--- config.mk ---
export PLATFORM = sky130hd
export DESIGN_NAME = rsef_error_flags
export DESIGN_NICKNAME = d
export VERILOG_FILES = /design/src/verilog/rsef_error_flags.v /design/src/verilog/rsef_flag_bit.v
export VERILOG_INCLUDE_DIRS = /design/src /design/src/common
export SDC_FILE = /design/constraint.sdc
export NUM_CORES = 1
export LEC_CHECK = 0
export BUFFER_PORTS_ARGS = -buffer_cell sky130_fd_sc_hd__buf_2
export CAP_MARGIN = 20
export CORE_ASPECT_RATIO = 1.4
export CORE_MARGIN = 4
export CORE_UTILIZATION = 54
export DETAILED_ROUTE_END_ITERATION = 12
export HOLD_SLACK_MARGIN = 0.08
export PLACE_DENSITY = 0.78
export SLEW_MARGIN = 25
export SYNTH_ARGS = -nofsm -noshare
export SYNTH_HDL_FRONTEND = slang
export SYNTH_SLANG_ARGS = --single-unit
--- constraint.sdc ---
create_clock -name mclk -period 1.2 [get_ports mclk]
set_input_delay 0.24 -clock mclk [delete_from_list [all_inputs] [get_ports mclk]]
set_output_delay 0.24 -clock mclk [all_outputs]
set_load 0.02 [all_outputs]
--- src/common/rsef_consts.vh ---
`ifndef RSEF_CONSTS_VH
`define RSEF_CONSTS_VH
// register addresses on the serial control port
`define RSEF_ADDR_RX_ERR      7'h18
`define RSEF_ADDR_RX_MASK     7'h19
`define RSEF_ADDR_SRC_ERR     7'h1a
// receiver error bit positions
`define RSEF_RX_VALIDITY      7
`define RSEF_RX_EMPHASIS      6
`define RSEF_RX_NONAUDIO      5
`define RSEF_RX_PREAMBLE      4
`define RSEF_RX_CHECKSUM      3
`define RSEF_RX_ABSENT        2
`define RSEF_RX_CODING        1
`define RSEF_RX_LOCK          0
// converter error bit positions
`define RSEF_SRC_STARVE       3
`define RSEF_SRC_CLIP_L       2
`define RSEF_SRC_CLIP_R       1
`define RSEF_SRC_MUTED        0
// mask reset value and converter reserved-bit read mask
`define RSEF_MASK_RESET       8'h00
`define RSEF_SRC_RES_MASK     8'h0f
`endif

--- src/verilog/rsef_error_flags.v ---
`timescale 1ns/100ps
`include "rsef_consts.vh"
// How it works
// - bit 7 of the receiver error register mirrors the incoming validity bit.
// - bit 6 follows the emphasis state and raises an event only when it changes.
// - bit 5 follows channel status bit 1 and raises an event on audio/non-audio change.
// - bit 4 flags a non-audio preamble and raises an event when it appears, vanishes or changes type.
// - bit 3 latches a checksum failure until the receiver error register is read.
// - bit 2 follows stream absence and raises an event only when it changes.
// - bit 1 latches a coding or parity fault until the register is read.
// - bit 0 follows receiver lock, is unchanged by reads, with events on change.
// - the mask register at 0x19 is bit-aligned, a 1 lets the flag interrupt.
// - bit 3 of the converter error register shows converter clock starvation.
// - bit 2 latches left clipping until the converter register is read.
// - bit 1 latches right clipping until the converter register is read.
// - bit 0 shows the output muted until the converter reaches slow tracking.
// - converter bits 7..4 are reserved zero and the register is read-only.
module rsef_error_flags (
    // clock and reset
    input  wire       mclk,
    input  wire       rst_n,
    // register port
    input  wire [6:0] reg_addr,
    input  wire       reg_wr,
    input  wire       reg_rd,
    input  wire [7:0] reg_wdata,
    output reg  [7:0] reg_rdata,
    // raw receiver conditions (asynchronous)
    input  wire       rx_validity_flag,
    input  wire       rx_emphasis,
    input  wire       rx_cs_bit1,
    input  wire       rx_preamble_seen,
    input  wire [1:0] rx_preamble_type,
    input  wire       status_checksum_fail,
    input  wire       input_absent_flag,
    input  wire       rx_coding_fault,
    input  wire       rx_pll_locked,
    // raw converter conditions (asynchronous)
    input  wire       src_clock_starved,
    input  wire       left_clip_flag,
    input  wire       right_clip_flag,
    input  wire       src_acquiring,
    // event to global interrupt logic
    output wire       rx_error_event
);
    // two-flop synchronisers for all raw conditions
    localparam NS = 14;
    wire [NS-1:0] raw_in = {rx_validity_flag, rx_emphasis, rx_cs_bit1, rx_preamble_seen,
                            rx_preamble_type, status_checksum_fail, input_absent_flag,
                            rx_coding_fault, rx_pll_locked, src_clock_starved,
                            left_clip_flag, right_clip_flag, src_acquiring};
    reg  [NS-1:0] sync1_q;
    reg  [NS-1:0] sync2_q;
    always @(posedge mclk or negedge rst_n) begin
        if (!rst_n) begin
            sync1_q <= {NS{1'b0}};
            sync2_q <= {NS{1'b0}};
        end else begin
            sync1_q <= raw_in;
            sync2_q <= sync1_q;
        end
    end

    wire       s_valid   = sync2_q[13];
    wire       s_emph    = sync2_q[12];
    wire       s_nonaud  = sync2_q[11];
    wire       s_pre     = sync2_q[10];
    wire [1:0] s_pretype = sync2_q[9:8];
    wire       s_crc     = sync2_q[7];
    wire       s_absent  = sync2_q[6];
    wire       s_coding  = sync2_q[5];
    wire       s_lock    = sync2_q[4];
    wire       s_starve  = sync2_q[3];
    wire       s_clip_l  = sync2_q[2];
    wire       s_clip_r  = sync2_q[1];
    wire       s_acq     = sync2_q[0];

    // read strobes clear sticky bits of the register just read
    wire rd_rx  = reg_rd & (reg_addr == `RSEF_ADDR_RX_ERR);
    wire rd_src = reg_rd & (reg_addr == `RSEF_ADDR_SRC_ERR);

    wire [7:0] rx_flag;
    wire [7:0] rx_evt;
    wire [7:0] src_flag;

    // preamble type change counts as a state change for bit 4
    reg [1:0] pretype_q;
    always @(posedge mclk or negedge rst_n) begin
        if (!rst_n) begin
            pretype_q <= 2'h0;
        end else begin
            pretype_q <= s_pretype;
        end
    end
    wire pre_state = s_pre;
    wire pre_type_chg = s_pre & (s_pretype != pretype_q);
    // a preamble that appears or vanishes is news too, not only a type change
    wire pre_edge_evt;

    reg pre_evt_q;
    always @(posedge mclk or negedge rst_n) begin
        if (!rst_n) begin
            pre_evt_q <= 1'b0;
        end else begin
            pre_evt_q <= pre_type_chg | (pre_evt_q & ~rd_rx);
        end
    end

    // receiver flag cells
    rsef_flag_bit #(
        .STICKY(0)
    ) u_valid (
        .mclk    (mclk),
        .rst_n   (rst_n),
        .cond    (s_valid),
        .rd_clr  (rd_rx),
        .flag_q  (rx_flag[`RSEF_RX_VALIDITY]),
        .event_q (rx_evt[`RSEF_RX_VALIDITY])
    );
    rsef_flag_bit #(
        .STICKY(0)
    ) u_emph (
        .mclk    (mclk),
        .rst_n   (rst_n),
        .cond    (s_emph),
        .rd_clr  (rd_rx),
        .flag_q  (rx_flag[`RSEF_RX_EMPHASIS]),
        .event_q (rx_evt[`RSEF_RX_EMPHASIS])
    );
    rsef_flag_bit #(
        .STICKY(0)
    ) u_nonaud (
        .mclk    (mclk),
        .rst_n   (rst_n),
        .cond    (s_nonaud),
        .rd_clr  (rd_rx),
        .flag_q  (rx_flag[`RSEF_RX_NONAUDIO]),
        .event_q (rx_evt[`RSEF_RX_NONAUDIO])
    );
    rsef_flag_bit #(
        .STICKY(0)
    ) u_pre (
        .mclk    (mclk),
        .rst_n   (rst_n),
        .cond    (pre_state),
        .rd_clr  (rd_rx),
        .flag_q  (rx_flag[`RSEF_RX_PREAMBLE]),
        .event_q (pre_edge_evt)
    );
    rsef_flag_bit #(
        .STICKY(1)
    ) u_crc (
        .mclk    (mclk),
        .rst_n   (rst_n),
        .cond    (s_crc),
        .rd_clr  (rd_rx),
        .flag_q  (rx_flag[`RSEF_RX_CHECKSUM]),
        .event_q (rx_evt[`RSEF_RX_CHECKSUM])
    );
    rsef_flag_bit #(
        .STICKY(0)
    ) u_absent (
        .mclk    (mclk),
        .rst_n   (rst_n),
        .cond    (s_absent),
        .rd_clr  (rd_rx),
        .flag_q  (rx_flag[`RSEF_RX_ABSENT]),
        .event_q (rx_evt[`RSEF_RX_ABSENT])
    );
    rsef_flag_bit #(
        .STICKY(1)
    ) u_coding (
        .mclk    (mclk),
        .rst_n   (rst_n),
        .cond    (s_coding),
        .rd_clr  (rd_rx),
        .flag_q  (rx_flag[`RSEF_RX_CODING]),
        .event_q (rx_evt[`RSEF_RX_CODING])
    );
    rsef_flag_bit #(
        .STICKY(0)
    ) u_lock (
        .mclk    (mclk),
        .rst_n   (rst_n),
        .cond    (s_lock),
        .rd_clr  (rd_rx),
        .flag_q  (rx_flag[`RSEF_RX_LOCK]),
        .event_q (rx_evt[`RSEF_RX_LOCK])
    );
    // both event sources are cleared by the same read of the receiver register
    assign rx_evt[`RSEF_RX_PREAMBLE] = pre_evt_q | pre_edge_evt;

    // converter flag cells; starvation and mute follow state
    rsef_flag_bit #(
        .STICKY(0)
    ) u_starve (
        .mclk    (mclk),
        .rst_n   (rst_n),
        .cond    (s_starve),
        .rd_clr  (rd_src),
        .flag_q  (src_flag[`RSEF_SRC_STARVE]),
        .event_q ()
    );
    rsef_flag_bit #(
        .STICKY(1)
    ) u_clip_l (
        .mclk    (mclk),
        .rst_n   (rst_n),
        .cond    (s_clip_l),
        .rd_clr  (rd_src),
        .flag_q  (src_flag[`RSEF_SRC_CLIP_L]),
        .event_q ()
    );
    rsef_flag_bit #(
        .STICKY(1)
    ) u_clip_r (
        .mclk    (mclk),
        .rst_n   (rst_n),
        .cond    (s_clip_r),
        .rd_clr  (rd_src),
        .flag_q  (src_flag[`RSEF_SRC_CLIP_R]),
        .event_q ()
    );
    // mute is a level from the tracking logic; it clears itself at slow tracking
    rsef_flag_bit #(
        .STICKY(0)
    ) u_muted (
        .mclk    (mclk),
        .rst_n   (rst_n),
        .cond    (s_acq),
        .rd_clr  (rd_src),
        .flag_q  (src_flag[`RSEF_SRC_MUTED]),
        .event_q ()
    );
    assign src_flag[7:4] = 4'h0;

    // mask register, the only writable one here
    reg [7:0] rx_mask_q;
    always @(posedge mclk or negedge rst_n) begin
        if (!rst_n) begin
            rx_mask_q <= `RSEF_MASK_RESET;
        end else if (reg_wr && reg_addr == `RSEF_ADDR_RX_MASK) begin
            rx_mask_q <= reg_wdata;
        end
    end

    // masked OR of pending flag events
    assign rx_error_event = |(rx_evt & rx_mask_q);

    // read data registered; flags are sampled before the clear lands
    always @(posedge mclk or negedge rst_n) begin
        if (!rst_n) begin
            reg_rdata <= 8'h00;
        end else if (reg_rd) begin
            case (reg_addr)
                `RSEF_ADDR_RX_ERR:  reg_rdata <= rx_flag;
                `RSEF_ADDR_RX_MASK: reg_rdata <= rx_mask_q;
                `RSEF_ADDR_SRC_ERR: reg_rdata <= src_flag & `RSEF_SRC_RES_MASK;
                default:            reg_rdata <= 8'h00;
            endcase
        end
    end
endmodule

--- src/verilog/rsef_flag_bit.v ---
`timescale 1ns/100ps
// one flag cell: sticky event or state with change-event
module rsef_flag_bit #(
    parameter STICKY = 1
) (
    // clock and reset
    input  wire mclk,
    input  wire rst_n,
    // condition and read strobe
    input  wire cond,
    input  wire rd_clr,
    // results
    output reg  flag_q,
    output reg  event_q
);
    reg seen_q;

    // set wins over the read clear so no event is lost in that cycle
    always @(posedge mclk or negedge rst_n) begin
        if (!rst_n) begin
            flag_q  <= 1'b0;
            seen_q  <= 1'b0;
            event_q <= 1'b0;
        end else if (STICKY != 0) begin
            flag_q  <= cond | (flag_q & ~rd_clr);
            event_q <= cond | (event_q & ~rd_clr);
        end else begin
            flag_q  <= cond;
            seen_q  <= cond;
            // state flags raise an event only on change; read acknowledges it
            event_q <= (cond != seen_q) | (event_q & ~rd_clr);
        end
    end
endmodule
==> impl_metrics.env, run 1 <==
export IMPL_maxCapViolations=0
export IMPL_cts_made_buffers=9
export IMPL_htree_levels=3
export IMPL_critPathRequiredTime_ns=0.96
export IMPL_synthCells=151
export IMPL_post_cts_buffers=0
export IMPL_synthesis_area_um2=2323
export IMPL_fin_ws_ns=-0.5534
export IMPL_dpl_cell_count=255
export IMPL_status="complete, but fails checks"
export IMPL_synth_area_leaders="dfrtp_1 (72%), mux2_2 (5.8%), a21o_1 (3.2%), xor2_1 (2.3%), o22ai_1 (2.2%)"
export IMPL_finalHoldViolations=0
export IMPL_grt_max_degree=68
export IMPL_holdWs_ns=0.1316
export IMPL_regArea_um2=1677
export IMPL_vdd_drop_max_v=0.001157
export IMPL_setup_violations=2
export IMPL_power_density_nw_per_um2=1469
export IMPL_p_comb_share_pct=9.4
export IMPL_antenna_found_initial=0
export IMPL_cts_tree="built"
export IMPL_path_cells="a222oi_1 -> buf_4 -> nand3_4 -> buf_6"
export IMPL_switchingPower_mw=1.060
export IMPL_total_power_mw=4.676
export IMPL_clock_skew_ns=0.005652
export IMPL_drt_iter0_drc=74
export IMPL_cts_root_buffer="clkbuf_8"
export IMPL_boundaryPins=42
export IMPL_yosysSeqAreaShare_pct=72.16
export IMPL_ant_nets=0
export IMPL_synth_top_cell_area_share_pct=72.16
export IMPL_path_class="reg2out"
export IMPL_synth_edff_count=0
export IMPL_multi_input_area_um2=648.1
export IMPL_end_kind="primary output"
export IMPL_arrival_ns=1.51
export IMPL_worst_path_max_delay_cell="dfrtp_1"
export IMPL_drive_gt1_share_pct=41.74
export IMPL_yosysMostFrequentCell="dfrtp_1"
export IMPL_stdcell_count=287
export IMPL_worstHoldPathType="in2reg"
export IMPL_vias=1489
export IMPL_synthArstFlopShare_pct=100.0
export IMPL_worst_setup_path_start_kind="register"
export IMPL_synth_commonest_cells="dfrtp_1 (67), mux2_2 (12), inv_1 (11)"
export IMPL_slew_viol_final=0
export IMPL_fp_dieH_um=85.62
export IMPL_drt_total_wl_mm=4.453
export IMPL_synth_distinct_cells=29
export IMPL_post_route_util_pct=75.71
export IMPL_swShare_pct=22.67
export IMPL_maxSlewHeadroom_pct=75.25
export IMPL_clk_pin_slew_ns=0.07
export IMPL_drc=0
export IMPL_die_x_um=63.44
export IMPL_n_fill_cell=275
export IMPL_antenna_cells=0
export IMPL_yosysWarningCount=0
export IMPL_clock_latency_ns=0.33
export IMPL_synth_top_area_cell="dfrtp_1"
export IMPL_intPower_mw=3.616
export IMPL_first_global_vias=1567
export IMPL_place_ws_ns=-0.3373
export IMPL_clkPwrFrac_pct=39.3
export IMPL_grt_util_all_layers_pct=18.21
export IMPL_die_area_um2=5431
export IMPL_portBuffers=41
export IMPL_syn_num_nets=184
export IMPL_gp_congestion=0.8112
export IMPL_clk_path_buf_depth=2
export IMPL_syn2layout_area_growth_pct=37.00
export IMPL_timing_fmax_mhz=570.3
export IMPL_ys_ff_latch=67
export IMPL_start_util_pct=55.27
export IMPL_clock_sinks=67
export IMPL_min_period_over_period_pct=146.1
export IMPL_place_hpwl_mm=2.948
export IMPL_num_rows=28
export IMPL_total_leakage_power_nw=1.498
export IMPL_wl_per_cell_um=15.52
export IMPL_violations="negative setup slack"
export IMPL_cp_max_fo=2
export IMPL_core_um2=4204
export IMPL_rsz0062_at_grt="true"
export IMPL_nets=270
export IMPL_seq_power_share_pct=51.3
export IMPL_synth_area_per_cell_um2=15.39
export IMPL_ys_flop_type="dfrtp_1"
export IMPL_first_pass_iters=4
export IMPL_overflow=0
export IMPL_period_needed_ns=1.753
export IMPL_grt_pass1_wl_mm=7.272
export IMPL_vias_per_cell=5.188
export IMPL_worst_slew_pin_slew_ns=0.3673
export IMPL_cpPeakStageDelay_ns=0.40
-- logic make-up after synthesis --
group / after synthesis / share of synthesized area (%)
simple gates: 15 / 4.470
compound gates: 29 / 9.370
mux: 16 / 7.539
flops: 67 / 72.16
xor+xnor: 8 / 3.016
buf+inv: 16 / 3.446
-- power by group through the flow --
stage	logic [mW]	clock network, mW	registers [mW]
floorplan	0.169	0	2.43
global placement	0.353	0	2.43
detailed placement	0.366	0	2.44
CTS	0.406	1.90	2.40
global route	0.479	1.99	2.41
finish	0.437	1.84	2.40
-- metal layers --
layer / wire, um / global-route usage (%) / up-vias / part of all wire [%]
met2: 2363 / 30.51 / 48 / 53
met1: 1747 / 19.68 / 732 / 39
met3: 229 / 5.767 / 9 / 5.1
li1: - / - / 700 / -
met5: 0 / 0 / - / 0
met4: 113 / 11.98 / 0 / 2.5
-- cell type report --
type / instances / share of cell area (%)
Inverter: 11 / 1.297
Sequential cell: 67 / 52.67
Multi-Input combinational cell: 69 / 20.36
Clock inverter: 6 / 2.005
Clock buffer: 10 / 4.324
Tap cell: 45 / 1.769
Timing Repair Buffer: 79 / 17.57
-- through the flow --
step | cell area [um^2] | setup TNS (ns)
final | 3183 | -0.5565
after floorplan | 2380 | -2.232
after detailed placement | 2790 | -6.744
after CTS | 3142 | -0.5856
after global routing | 3183 | -0.6606
after global placement | 2790 | -5.766
-- repair_timing --
item,in CTS,in global routing
endpoints found under the setup margin,1,2
pin swaps,0,2
cloned,0,1
hold endpoints to repair,81,0
hold buffers,15,0
gates resized for setup,0,5
-- registers in the layout (all words and copies together), names as in the netlist, 2 cells and up --
signal,cells
sync2_q,14
reg_rdata,8
sync1_q,14
rx_mask_q,8
pretype_q,2
-- worst max-delay path: cells and delay by family (launching register included) --
kind            cells  cell delay (ns)
compound gates      1             0.38
flops               1             0.40
buf+inv             2             0.32
simple gates        1             0.06
-- cells in the final DEF (no fill, tap or decap), types with 4 or more instances in the layout --
master         instances
dfrtp_1               67
buf_2                 40
buf_4                 21
dlygate4sd3_1         15
inv_1                 11
a21o_1                10
clkbuf_8              10
o22ai_1                8
mux2_4                 8
xor2_1                 6
nand2_1                5
mux2_2                 4
mux2i_1                4
a2bb2oi_1              4
-- worst paths after layout --
kind	startpoint	slack, ns	end	cells past startpoint
setup reg to reg	rx_mask_q[6]$_DFFE_PN0P_	0.15	reg_rdata[6]$_DFFE_PN0P_	4
setup / recovery	rx_mask_q[0]$_DFFE_PN0P_	-0.55	rx_error_event	4
min in group asynchronous	rst_n	0.44	rx_mask_q[4]$_DFFE_PN0P_	3
hold / removal	reg_wdata[1]	0.13	rx_mask_q[1]$_DFFE_PN0P_	2
max in group asynchronous	rst_n	0.48	sync1_q[6]$_DFF_PN0_	3
hold reg to reg	sync1_q[9]$_DFF_PN0_	0.35	sync2_q[9]$_DFF_PN0_	0
No activity file was read; power rests on OpenSTA's default activity.
==> run 2: changes to the inputs <==
Clock period 1.2 ns to 1.9 ns, I/O delays scaled along.
==> impl_metrics.env, run 2 (synthesized netlist as in run 1, its figures left out) <==
export IMPL_place_ws_ns=0.1158
export IMPL_drc=0
export IMPL_portBuffers=41
export IMPL_core_um2=4204
export IMPL_maxSlewHeadroom_pct=71.95
export IMPL_holdWs_ns=0.1526
export IMPL_clock_skew_ns=0.007111
export IMPL_first_pass_iters=4
export IMPL_min_period_over_period_pct=97.31
export IMPL_critPathRequiredTime_ns=1.52
export IMPL_path_class="reg2out"
export IMPL_worst_setup_path_start_kind="register"
export IMPL_fin_setup_tns_ns=0
export IMPL_hp_start="rx_coding_fault"
export IMPL_clock_sinks=67
export IMPL_drt_total_wl_mm=3.790
export IMPL_drt_iter0_drc=52
export IMPL_vias_per_cell=5.295
export IMPL_die_area_um2=5431
export IMPL_fp_dieH_um=85.62
export IMPL_boundaryPins=42
export IMPL_worst_slew_pin_slew_ns=0.4148
export IMPL_cts_tree="built"
export IMPL_total_leakage_power_nw=1.308
export IMPL_p_comb_share_pct=6.4
export IMPL_post_dp_cell_area_um2=2574
export IMPL_slew_viol_final=0
export IMPL_overflow=0
export IMPL_r2r_start="u_coding.flag_q$_DFF_PN0_"
export IMPL_stdcell_count=251
export IMPL_antenna_found_initial=0
export IMPL_ant_nets=0
export IMPL_antenna_cells=0
export IMPL_clk_path_buf_depth=2
export IMPL_rsz0062_at_grt="true"
export IMPL_drive_gt1_share_pct=36.89
export IMPL_die_x_um=63.44
export IMPL_first_global_vias=1422
export IMPL_maxCapViolations=0
export IMPL_grt_pass1_wl_mm=6.361
export IMPL_cp_startpoint="rx_mask_q[0]$_DFFE_PN0P_"
export IMPL_postLayoutCellArea_um2=2784
export IMPL_num_rows=28
export IMPL_dpl_cell_count=234
export IMPL_swShare_pct=21.45
export IMPL_cts_root_buffer="clkbuf_8"
export IMPL_worstHoldPathType="in2reg"
export IMPL_finalHoldViolations=0
export IMPL_nets=234
export IMPL_htree_levels=3
export IMPL_timing_fmax_mhz=540.9
export IMPL_gp_congestion=0.8655
export IMPL_fin_ws_ns=0.05111
export IMPL_power_density_nw_per_um2=1010
export IMPL_reg_top3="sync1_q (14), sync2_q (14)"
export IMPL_vias=1329
export IMPL_clock_latency_ns=0.33
export IMPL_post_cts_buffers=0
export IMPL_place_hpwl_mm=2.800
export IMPL_layout_common_cells="dfrtp_1 (67), buf_2 (41), mux2_2 (12)"
export IMPL_final_common_cell="dfrtp_1"
export IMPL_arrival_ns=1.47
export IMPL_syn2layout_area_growth_pct=19.82
export IMPL_start_util_pct=55.27
export IMPL_intPower_mw=2.208
export IMPL_grt_util_all_layers_pct=15.89
export IMPL_status="complete, no violations"
export IMPL_n_fill_cell=324
export IMPL_setup_violations=0
export IMPL_total_power_mw=2.811
export IMPL_wl_per_cell_um=15.10
export IMPL_cp_max_fo=3
export IMPL_clkPwrFrac_pct=39.6
export IMPL_switchingPower_uw=602.9
export IMPL_clk_pin_slew_ns=0.07
export IMPL_grt_max_degree=68
export IMPL_end_kind="primary output"
export IMPL_vdd_drop_max_v=0.0006532
export IMPL_cts_made_buffers=9
export IMPL_post_route_util_pct=66.22
export IMPL_seq_power_share_pct=54.0
export IMPL_period_needed_ns=1.849
==> run 2: cell types whose count changed in the layout (fill, tap and decap cells not counted), moves of 8 or more <==
cell           previous run  this run
buf_4                    21         1
dlygate4sd3_1            15         1
mux2_4                    8         0
mux2_2                    4        12
==> run 2: final timing paths <==
kind	to	slack (ns)	cells past startpoint
worst max-delay path	rx_error_event	0.05	3
worst min-delay path	sync1_q[5]$_DFF_PN0_	0.15	1
worst max register to register	reg_rdata[1]$_DFFE_PN0P_	0.93	3
worst min register to register	u_muted.flag_q$_DFF_PN0_	0.35	0
max in group asynchronous	sync2_q[11]$_DFF_PN0_	1.05	3
min in group asynchronous	sync1_q[4]$_DFF_PN0_	0.59	3
==> run 2: what timing repair did <==
item / in CTS / in global routing
endpoints found under the setup margin: 0 / 1
gates resized for setup: 0 / 1
hold endpoints to repair: 67 / 0
hold buffers: 1 / 0
==> run 2: final cells by class <==
type                       count  area (um^2)  share of cell area (%)
clock buffer                  11        141.4                   5.079
timing repair buffer          44        242.7                   8.719
clock inverter                 5        52.55                   1.888
multi-input combinational     68        573.1                   20.58
inverter                      11        41.29                   1.483
sequential                    67         1677                   60.22
tap                           45        56.30                   2.022
==> run 2: worst max-delay path: stages, from the launching register on <==
cell and delay [ns]:
dfrtp_1 0.41, a222oi_1 0.41, nand3_1 0.14, buf_2 0.18
==> run 2: per-layer routing <==
metal / global-route usage, % / wire length, um / up-vias
met2: 25.95 / 2012 / 44
met4: 9.037 / 68 / 0
met3: 6.946 / 269 / 8
met1: 17.15 / 1440 / 656
li1: - / - / 621
met5: 0 / 0 / -
==> run 2: power by group through the flow <==
stage / clock network, mW / registers, mW / logic (mW)
after CTS: 1.14 / 1.52 / 0.180
after global routing: 1.21 / 1.52 / 0.200
after global placement: 0 / 1.54 / 0.169
after detailed placement: 0 / 1.54 / 0.177
final: 1.11 / 1.52 / 0.179
after floorplan: 0 / 1.53 / 0.0905
